`src/verilog/dinfd_cfg.svh`:
```
/*
 * Register offsets, field positions, reset values and timing figures of the
 * digital input function decoder.
 * Assumes a 100 MHz control clock and a byte-addressed plain register port.
 */
`ifndef DINFD_CFG_SVH
`define DINFD_CFG_SVH

// register byte offsets
`define DINFD_ADDR_FUNC_BASE 8'h00
`define DINFD_ADDR_FIX_BASE 8'h10
`define DINFD_ADDR_MIN_FREQ 8'h20
`define DINFD_ADDR_MAX_FREQ 8'h24
`define DINFD_ADDR_ABS_MIN 8'h28
`define DINFD_ADDR_JOG_FREQ 8'h2C
`define DINFD_ADDR_QSTOP_TIME 8'h30
`define DINFD_ADDR_WDOG_PERIOD 8'h34
`define DINFD_ADDR_CTRL 8'h38
`define DINFD_ADDR_STATUS 8'h3C

// control register fields
`define DINFD_CTRL_AUTO_ACK 0
`define DINFD_CTRL_ADD_MIN 1

// reset values
`define DINFD_RST_FREQ 16'h0000
`define DINFD_RST_MAX_FREQ 16'h01F4
`define DINFD_RST_QSTOP 16'h000A
`define DINFD_RST_WDOG 16'h0064
`define DINFD_RST_CTRL 2'h1

// timing: clock period, timer tick, thermistor delays in ticks (1 ms)
`define DINFD_CLK_NS 10
`define DINFD_TICK_NS 1000000
`define DINFD_PTC_WARN_MS 1000
`define DINFD_PTC_TRIP_MS 2000

`endif

```
`src/verilog/dinfd_pkg.sv`:
```
/*
 * Types of the digital input function decoder.
 * Assumes the constants of dinfd_cfg.svh alongside.
 */
package dinfd_pkg;

	// signed frequency in the drive's setpoint unit
	typedef logic signed [15:0] dinfd_freq_t;

	// function codes that an input may carry
	typedef enum logic [4:0] {
		FN_NONE = 5'h00,
		FN_EN_RIGHT = 5'h01,
		FN_EN_LEFT = 5'h02,
		FN_REVERSE = 5'h03,
		FN_FIX1 = 5'h04,
		FN_PSET_B0 = 5'h08,
		FN_FREQ_HOLD = 5'h09,
		FN_VOLT_OFF = 5'h0A,
		FN_QSTOP = 5'h0B,
		FN_FAULT_ACK = 5'h0C,
		FN_THERMISTOR = 5'h0D,
		FN_REMOTE = 5'h0E,
		FN_JOG = 5'h0F,
		FN_MOTOR_POT = 5'h10,
		FN_PSET_B1 = 5'h11,
		FN_WATCHDOG = 5'h12,
		FN_AIN1_GATE = 5'h13,
		FN_AIN2_GATE = 5'h14
	} dinfd_fn_t;

endpackage : dinfd_pkg

```
`src/verilog/dinfd_decoder.sv`:
```
/*
 * Digital input function decoder: maps each control input to its assigned
 * function and drives the drive-control effects from it.
 * Assumes inputs synchronous to sys_clk and a plain register port master.
 */
// The implementer's own choices: the placing of the registers and strobed register access.
// Behaviour
// - Both enable right and enable left active blocks the drive.
// - Phase reversal input high inverts the rotating field of the active enable.
// - Each active fixed frequency input adds its table value to the setpoint.
// - Several fixed frequencies sum signed, optionally plus the minimum frequency.
// - Two parameter set bits form the code of the active parameter set.
// - Frequency hold low freezes output frequency during ramps.
// - Voltage disable low switches output voltage off, motor coasts.
// - Quick stop low ramps down using the quick stop time.
// - Fault acknowledge rising edge clears fault, else falling enable does.
// - Thermistor overtemperature warns after one second, trips after two.
// - Under bus control, remote input low returns control to terminals.
// - Jog input high selects the jog frequency value.
// - Motor potentiometer holds like frequency hold, only within min and max.
// - After first watchdog edge, a missing edge within the period trips.
// - Setpoint gates pass analogue setpoints high, force zero low, no shutdown.
`timescale 1ns/100ps
`include "dinfd_cfg.svh"

module dinfd_decoder
	import dinfd_pkg::*;
#(
	parameter int N_IN = 4,
	parameter int TICK_CYCLES = `DINFD_TICK_NS / `DINFD_CLK_NS
) (
	// clock and reset
	input wire logic sys_clk,
	input wire logic reset_n,
	// register port
	input wire logic [7:0] reg_addr,
	input wire logic [31:0] reg_wdata,
	input wire logic reg_wr,
	input wire logic reg_rd,
	output logic [31:0] reg_rdata,
	// control terminals and drive state
	input wire logic [N_IN-1:0] din,
	input wire logic ptc_hot,
	input wire logic bus_control,
	input wire logic signed [15:0] setpoint_in,
	input wire logic signed [15:0] actual_freq,
	input wire logic signed [15:0] ain1_in,
	input wire logic signed [15:0] ain2_in,
	// drive control effects
	output logic drive_run,
	output logic dir_left,
	output logic volt_off,
	output logic quick_stop,
	output logic [15:0] quick_stop_time,
	output logic ramp_hold,
	output logic [1:0] active_parameter_set,
	output logic fault_ack_q,
	output logic terminal_ctrl,
	output logic jog_active,
	output logic signed [15:0] setpoint_q,
	output logic signed [15:0] ain1_q,
	output logic signed [15:0] ain2_q,
	output logic no_shutdown,
	// protection
	output logic thermal_warn,
	output logic thermal_trip_q,
	output logic watchdog_trip_error_q
);

	// function codes this block acts upon; all others are inert
	localparam logic [31:0] FN_IMPL = 32'h001FFFFE;

	// configuration registers
	logic [4:0] func_q [N_IN];
	dinfd_freq_t fixed_frequency_table_q [4];
	dinfd_freq_t minimum_frequency_q;
	dinfd_freq_t maximum_frequency_q;
	dinfd_freq_t absolute_minimum_frequency_q;
	dinfd_freq_t jog_frequency_value_q;
	logic [15:0] quick_stop_time_q;
	logic [15:0] watchdog_period_q;
	logic [1:0] ctrl_q;

	// decoded functions
	logic [31:0] sel [N_IN];
	logic [31:0] asg;
	logic [31:0] lvl;
	logic [31:0] lvl_prev_q;
	logic en_r;
	logic en_l;
	logic en_any;
	logic en_any_prev_q;
	logic ack_pulse;
	logic ptc_active;
	logic wd_edge;
	logic wd_armed_q;
	logic tick;
	logic [31:0] tick_cnt_q;
	logic [15:0] ptc_ms;
	logic [15:0] wd_ms;
	logic signed [18:0] fsum;
	logic any_fix;
	logic pot_in_range;

	// one-hot code per input
	for (genvar i = 0; i < N_IN; i++) begin : g_sel
		assign sel[i] = 32'h00000001 << func_q[i];
	end

	always_comb begin
		asg = 32'h00000000;
		lvl = 32'h00000000;
		for (int i = 0; i < N_IN; i++) begin
			asg = asg | sel[i];
			if (din[i]) begin
				lvl = lvl | sel[i];
			end
		end
		asg = asg & FN_IMPL;
		lvl = lvl & FN_IMPL;
	end

	// register writes
	always_ff @(posedge sys_clk) begin
		if (!reset_n) begin
			for (int i = 0; i < N_IN; i++) begin
				func_q[i] <= 5'h00;
			end
			for (int j = 0; j < 4; j++) begin
				fixed_frequency_table_q[j] <= `DINFD_RST_FREQ;
			end
			minimum_frequency_q <= `DINFD_RST_FREQ;
			maximum_frequency_q <= `DINFD_RST_MAX_FREQ;
			absolute_minimum_frequency_q <= `DINFD_RST_FREQ;
			jog_frequency_value_q <= `DINFD_RST_FREQ;
			quick_stop_time_q <= `DINFD_RST_QSTOP;
			watchdog_period_q <= `DINFD_RST_WDOG;
			ctrl_q <= `DINFD_RST_CTRL;
		end else if (reg_wr) begin
			for (int i = 0; i < N_IN; i++) begin
				if (reg_addr == `DINFD_ADDR_FUNC_BASE + 8'(4 * i)) begin
					func_q[i] <= reg_wdata[4:0];
				end
			end
			for (int j = 0; j < 4; j++) begin
				if (reg_addr == `DINFD_ADDR_FIX_BASE + 8'(4 * j)) begin
					fixed_frequency_table_q[j] <= reg_wdata[15:0];
				end
			end
			unique case (reg_addr)
				`DINFD_ADDR_MIN_FREQ: minimum_frequency_q <= reg_wdata[15:0];
				`DINFD_ADDR_MAX_FREQ: maximum_frequency_q <= reg_wdata[15:0];
				`DINFD_ADDR_ABS_MIN: absolute_minimum_frequency_q <= reg_wdata[15:0];
				`DINFD_ADDR_JOG_FREQ: jog_frequency_value_q <= reg_wdata[15:0];
				`DINFD_ADDR_QSTOP_TIME: quick_stop_time_q <= reg_wdata[15:0];
				`DINFD_ADDR_WDOG_PERIOD: watchdog_period_q <= reg_wdata[15:0];
				`DINFD_ADDR_CTRL: ctrl_q <= reg_wdata[1:0];
				default: ;
			endcase
		end
	end

	// register reads, data in the cycle after the strobe, zero when unmapped
	always_ff @(posedge sys_clk) begin
		if (!reset_n || !reg_rd) begin
			reg_rdata <= 32'h00000000;
		end else begin
			reg_rdata <= 32'h00000000;
			for (int i = 0; i < N_IN; i++) begin
				if (reg_addr == `DINFD_ADDR_FUNC_BASE + 8'(4 * i)) begin
					reg_rdata <= {27'h0000000, func_q[i]};
				end
			end
			for (int j = 0; j < 4; j++) begin
				if (reg_addr == `DINFD_ADDR_FIX_BASE + 8'(4 * j)) begin
					reg_rdata <= {16'h0000, fixed_frequency_table_q[j]};
				end
			end
			unique case (reg_addr)
				`DINFD_ADDR_MIN_FREQ: reg_rdata <= {16'h0000, minimum_frequency_q};
				`DINFD_ADDR_MAX_FREQ: reg_rdata <= {16'h0000, maximum_frequency_q};
				`DINFD_ADDR_ABS_MIN: reg_rdata <= {16'h0000, absolute_minimum_frequency_q};
				`DINFD_ADDR_JOG_FREQ: reg_rdata <= {16'h0000, jog_frequency_value_q};
				`DINFD_ADDR_QSTOP_TIME: reg_rdata <= {16'h0000, quick_stop_time_q};
				`DINFD_ADDR_WDOG_PERIOD: reg_rdata <= {16'h0000, watchdog_period_q};
				`DINFD_ADDR_CTRL: reg_rdata <= {30'h00000000, ctrl_q};
				`DINFD_ADDR_STATUS: reg_rdata <= {24'h000000, wd_armed_q,
					watchdog_trip_error_q, thermal_trip_q, thermal_warn,
					active_parameter_set, dir_left, drive_run};
				default: ;
			endcase
		end
	end

	// enables and direction
	assign en_r = lvl[FN_EN_RIGHT];
	assign en_l = lvl[FN_EN_LEFT];
	assign en_any = en_r | en_l;
	assign drive_run = (en_r ^ en_l) & ~volt_off & ~thermal_trip_q & ~watchdog_trip_error_q;
	assign dir_left = en_l ^ lvl[FN_REVERSE];

	assign active_parameter_set = {lvl[FN_PSET_B1], lvl[FN_PSET_B0]};
	assign volt_off = asg[FN_VOLT_OFF] & ~lvl[FN_VOLT_OFF];
	assign quick_stop = asg[FN_QSTOP] & ~lvl[FN_QSTOP];
	assign quick_stop_time = quick_stop_time_q;
	assign terminal_ctrl = ~bus_control | (asg[FN_REMOTE] & ~lvl[FN_REMOTE]);
	assign jog_active = lvl[FN_JOG];

	assign pot_in_range = (actual_freq >= minimum_frequency_q) &&
		(actual_freq <= maximum_frequency_q);
	assign ramp_hold = (asg[FN_FREQ_HOLD] & ~lvl[FN_FREQ_HOLD]) |
		(asg[FN_MOTOR_POT] & ~lvl[FN_MOTOR_POT] & pot_in_range);

	always_comb begin
		fsum = 19'(setpoint_in);
		any_fix = 1'b0;
		for (int j = 0; j < 4; j++) begin
			if (lvl[FN_FIX1 + j]) begin
				fsum = fsum + 19'(fixed_frequency_table_q[j]);
				any_fix = 1'b1;
			end
		end
		if (any_fix && ctrl_q[`DINFD_CTRL_ADD_MIN]) begin
			fsum = fsum + 19'(minimum_frequency_q);
		end
	end

	// setpoint and gated analogue outputs
	always_ff @(posedge sys_clk) begin
		if (!reset_n) begin
			setpoint_q <= 16'h0000;
			ain1_q <= 16'h0000;
			ain2_q <= 16'h0000;
		end else begin
			setpoint_q <= jog_active ? jog_frequency_value_q : fsum[15:0];
			ain1_q <= (asg[FN_AIN1_GATE] & ~lvl[FN_AIN1_GATE]) ? 16'h0000 : ain1_in;
			ain2_q <= (asg[FN_AIN2_GATE] & ~lvl[FN_AIN2_GATE]) ? 16'h0000 : ain2_in;
		end
	end
	assign no_shutdown = minimum_frequency_q > absolute_minimum_frequency_q;

	// previous levels for edge detection
	always_ff @(posedge sys_clk) begin
		if (!reset_n) begin
			lvl_prev_q <= 32'h00000000;
			en_any_prev_q <= 1'b0;
		end else begin
			lvl_prev_q <= lvl;
			en_any_prev_q <= en_any;
		end
	end

	// acknowledge by edge or by enable release
	assign ack_pulse = asg[FN_FAULT_ACK] ?
		(lvl[FN_FAULT_ACK] & ~lvl_prev_q[FN_FAULT_ACK]) :
		(ctrl_q[`DINFD_CTRL_AUTO_ACK] & en_any_prev_q & ~en_any);

	// registered acknowledge pulse
	always_ff @(posedge sys_clk) begin
		if (!reset_n) begin
			fault_ack_q <= 1'b0;
		end else begin
			fault_ack_q <= ack_pulse;
		end
	end

	// millisecond timebase
	always_ff @(posedge sys_clk) begin
		if (!reset_n || tick) begin
			tick_cnt_q <= 32'h00000000;
		end else begin
			tick_cnt_q <= tick_cnt_q + 32'h00000001;
		end
	end
	assign tick = (tick_cnt_q == 32'(TICK_CYCLES - 1));

	// thermistor persistence, dedicated terminal or assigned input low
	assign ptc_active = ptc_hot | (asg[FN_THERMISTOR] & ~lvl[FN_THERMISTOR]);

	dinfd_timer u_ptc_timer (
		.sys_clk(sys_clk),
		.reset_n(reset_n),
		.tick(tick),
		.run(ptc_active),
		.clear(1'b0),
		.count_q(ptc_ms)
	);

	assign thermal_warn = ptc_ms >= 16'(`DINFD_PTC_WARN_MS);

	// trip after two seconds, held until acknowledged
	always_ff @(posedge sys_clk) begin
		if (!reset_n) begin
			thermal_trip_q <= 1'b0;
		end else if (ptc_ms >= 16'(`DINFD_PTC_TRIP_MS)) begin
			thermal_trip_q <= 1'b1;
		end else if (ack_pulse) begin
			thermal_trip_q <= 1'b0;
		end
	end

	// watchdog edge and arming
	assign wd_edge = lvl[FN_WATCHDOG] & ~lvl_prev_q[FN_WATCHDOG];

	always_ff @(posedge sys_clk) begin
		if (!reset_n || !asg[FN_WATCHDOG]) begin
			wd_armed_q <= 1'b0;
		end else if (wd_edge) begin
			wd_armed_q <= 1'b1;
		end
	end

	dinfd_timer u_wd_timer (
		.sys_clk(sys_clk),
		.reset_n(reset_n),
		.tick(tick),
		.run(wd_armed_q),
		.clear(wd_edge),
		.count_q(wd_ms)
	);

	// missing edge trips, trip wins over acknowledge
	always_ff @(posedge sys_clk) begin
		if (!reset_n) begin
			watchdog_trip_error_q <= 1'b0;
		end else if (wd_armed_q && !wd_edge && wd_ms >= watchdog_period_q) begin
			watchdog_trip_error_q <= 1'b1;
		end else if (ack_pulse) begin
			watchdog_trip_error_q <= 1'b0;
		end
	end
endmodule : dinfd_decoder

```
`src/verilog/dinfd_timer.sv`:
```
/*
 * Millisecond persistence timer: counts ticks while run is high, restarts on clear.
 * Assumes tick is a one-cycle pulse in the sys_clk domain.
 */
`timescale 1ns/100ps

module dinfd_timer (
	// clock and reset
	input wire logic sys_clk,
	input wire logic reset_n,
	// control
	input wire logic tick,
	input wire logic run,
	input wire logic clear,
	// elapsed time
	output logic [15:0] count_q
);

	// saturating count of ticks, held at zero when idle
	always_ff @(posedge sys_clk) begin
		if (!reset_n || clear || !run) begin
			count_q <= 16'h0000;
		end else if (tick && count_q != 16'hFFFF) begin
			count_q <= count_q + 16'h0001;
		end
	end

endmodule : dinfd_timer

```
`config.mk`:
```
export PLATFORM = sky130hd
export DESIGN_NAME = dinfd_decoder
export DESIGN_NICKNAME = d
export VERILOG_FILES = /design/src/verilog/dinfd_pkg.sv /design/src/verilog/dinfd_decoder.sv /design/src/verilog/dinfd_timer.sv
export VERILOG_INCLUDE_DIRS = /design/src /design/src/verilog
export SDC_FILE = /design/constraint.sdc
export NUM_CORES = 1
export LEC_CHECK = 0
export BUFFER_PORTS_ARGS = -buffer_cell sky130_fd_sc_hd__buf_2
export CAP_MARGIN = 5
export CORE_MARGIN = 4
export CORE_UTILIZATION = 60
export DETAILED_ROUTE_END_ITERATION = 8
export GPL_TIMING_DRIVEN = 0
export PLACE_DENSITY = 0.79
export SYNTH_ARGS = -nofsm -noshare
export SYNTH_HDL_FRONTEND = slang
export SYNTH_SLANG_ARGS = --single-unit
```
`constraint.sdc`:
```
create_clock -name sys_clk -period 10.7 [get_ports sys_clk]
set_input_delay 1.605 -clock sys_clk [delete_from_list [all_inputs] [get_ports sys_clk]]
set_output_delay 1.605 -clock sys_clk [all_outputs]
set_load 0.01 [all_outputs]
```
==> metrics.cfg <==
[run_status]
status = finished, final reports clean

[logic_synthesis]
async_reset_ff_frac = 0
synth_fa_ha_area_frac = 0.1033
ys_ff_latch = 317
synth_seq_area_share = 0.3684
synth_xor_area_frac = 0.05098
synthesis.area_um2 = 19510
synth_top_family_by_area = simple AND/OR/NAND/NOR gates
yosys_warnings = 0
syn_area_per_cell_um2 = 8.302
synthCells = 2350
synth-compound-area-share = 0.1791
synth.distinct_cells = 75
yosysTopAreaCell = dfxtp_1
yosys.area_share.simple = 0.2302
ys_top_cells_by_area = dfxtp_1, edfxtp_1, ha_1
synth-edff-count = 84
synthMuxAreaShare = 0.01783
synth-main-ff-cell = dfxtp_1
synth_top_area_share = 0.2391

[pwr]
ir_drop_uv = 156.8
p_leak_nw = 9.138
pwr-share-clk = 0.399
power.switching_w = 0.0008376
p_comb_frac = 0.173
p_per_area_nw_per_um2 = 135.4
intPower_w = 0.002162
p_seq_frac = 0.428
netSwitchingFraction = 0.2792
power.total_w = 0.003000

[critical_path]
critPathBufInv = 6
path_delay_family = compound AO/OA/AOI/OAI gates
worstReg2RegStart = func_q[1][4]
cp-end-kind = flop
reg2reg_to = setpoint_q[15]
cpPeakStageDelay_ns = 0.58
critPathKind = in -> reg
start_kind = input pin
critPathArrivalTime_ns = 10.54
rr_worst_depth = 39
cp_slowest_cell = a221oi_1
path_max_fanout = 10
timing.critical_path.required_ns = 11.07
r2r_slack_ns = 1.30
critical_path_depth = 40

[drt]
routedWlPerCell_um = 21.55
drc = 0
drtAntennaViolNets = 0
drt_iter0_markers = 2171
routed_wl_mm = 65.57
via_count = 18990
drtPass1Iterations = 8
vias_per_cell = 6.241

[final_layout]
most-common-layout-cells = nand2_1, dfxtp_1, a21oi_1
area_growth_pct = 13.60
num-nets-final = 2854
final_core_util = 0.6970
finalInstanceArea_um2 = 22160
fillers = 2615
layout_commonest_cell = nand2_1
diodes = 0
final_layout_size_suffix_gt1_frac = 0.1162

[flow_run]
drv_cap = 0

[floorplan]
start_util = 0.6135
dieArea_um2 = 35470
die_h_um = 188.3
num_rows = 65
ioPinCount = 224
die_w_um = 188.3
coreArea_um2 = 31800

[cts]
cts_tree = yes
ctsResizeCount = 0
clk_path_buf_depth = 3
cts_buffers = 35
cts_max_level = 2
postCtsHoldBufs = 0
clkLatencyLatePin_ns = 0.54
clkTransAtPathRegs_ns = 0.06
root_buffer = clkbuf_16
clock-sinks = 317
cts_setup_buffers = 0

[grt]
grtUsageTotal = 0.3552
grt_pass1_vias = 18390
overflow = 0
antenna_found_initial = 1
grt_pass1_wl_mm = 100.5
grt_max_degree = 17

[sta]
fin_tns_setup_ns = 0
period_needed_ns = 10.17
finalSetupViolCount = 0
rsz0062_at_grt = false
drv_slew = 0
hold_viol = 0
fmax_ghz = 0.09834
fin_skew_ns = 0.02245
tightest_slew_ns = 1.011
setup_ws_ns = 0.5307
slew_headroom = 0.3258
finalCritPeriodShare = 0.9504

[min_path]
whs_endpoint = absolute_minimum_frequency_q[3]
worstHoldPathCells = 2
min_from = absolute_minimum_frequency_q[3]
hp-class = reg -> reg

[placement]
io_buffers = 179
place_hpwl_mm = 50.45
place_ws_ns = 0.2814
placed_cell_area_um2 = 21020
place.gp.congestion = 1.026

cells in the mapped netlist, drive strengths merged (41+ instances only):
cell type  number
nand2         367
dfxtp         233
a21oi         194
nor2          172
ha            153
clkbuf        115
and3          105
inv           100
o21ai          95
edfxtp         84
nand3          72
xor2           66
and2           47
xnor2          45
o22ai          41
final cells by class:
type                            count  area (um2)  area share
Tap cell                          435       544.3     0.02456
Inverter                          100       375.4     0.01694
Clock buffer                       47        1022     0.04612
Clock inverter                     15       117.6    0.005307
Multi-Input combinational cell   1807       11410      0.5147
Sequential cell                   317        7187      0.3243
Buffer                            141       601.8     0.02716
Timing Repair Buffer              180       907.1     0.04093
worst max path at each step:
stage,from,endpoint,slack (ns)
finish,din[1],setpoint_q[15],0.53
CTS,din[1],setpoint_q[15],0.79
floorplan,din[1],setpoint_q[15],2.02
global placement,din[1],setpoint_q[15],0.43
detailed placement,din[1],setpoint_q[15],0.28
global route,din[3],setpoint_q[15],0.03
power groups by stage:
stage / clock network, W / logic, W / registers [W]
4_1_cts: 0.00120 / 0.000508 / 0.00128
3_3_place_gp: 0 / 0.000486 / 0.00131
3_5_place_dp: 0 / 0.000504 / 0.00131
6_report: 0.00120 / 0.000518 / 0.00128
2_1_floorplan: 0 / 0.000343 / 0.00131
5_1_grt: 0.00125 / 0.000563 / 0.00129
routing by layer:
metal,GRT usage,share of wire
met1,0.4610,0.39
met2,0.5776,0.46
met3,0.06947,0.11
met4,0.1598,0.049
met5,0,0.00011
stage by stage:
step,instances,hold slack [ns]
floorplan,2365,0.4308
global placement,2979,0.4590
detailed placement,2980,0.4647
CTS,3042,0.4723
global route,3042,0.4879
finish,3042,0.4756
cell families after synthesis:
family,count (synthesis)
AOI/OAI and AO/OA,549
buffers and inverters,241
adders and majority gates,158
DFF,317
other,1
and+or+nand+nor,940
xor gates and xnor gates,112
muxes,32
tightest hold or removal path: stages (launching register included):
cell and delay (ns):
dfxtp_1 0.32, nand2_1 0.05, a21oi_1 0.06
sequential cells by signal, indices dropped and copies added, names as in the netlist, 16 cells and up:
name,flops
jog_frequency_value_q,16
ain1_q,16
u_ptc_timer.count_q,16
maximum_frequency_q,16
fixed_frequency_table_q,64
setpoint_q,16
quick_stop_time,16
watchdog_period_q,16
func_q,20
absolute_minimum_frequency_q,16
u_wd_timer.count_q,16
minimum_frequency_q,16
tick_cnt_q,32
reg_rdata,16
ain2_q,16
Power figures use the tool's default switching activity.
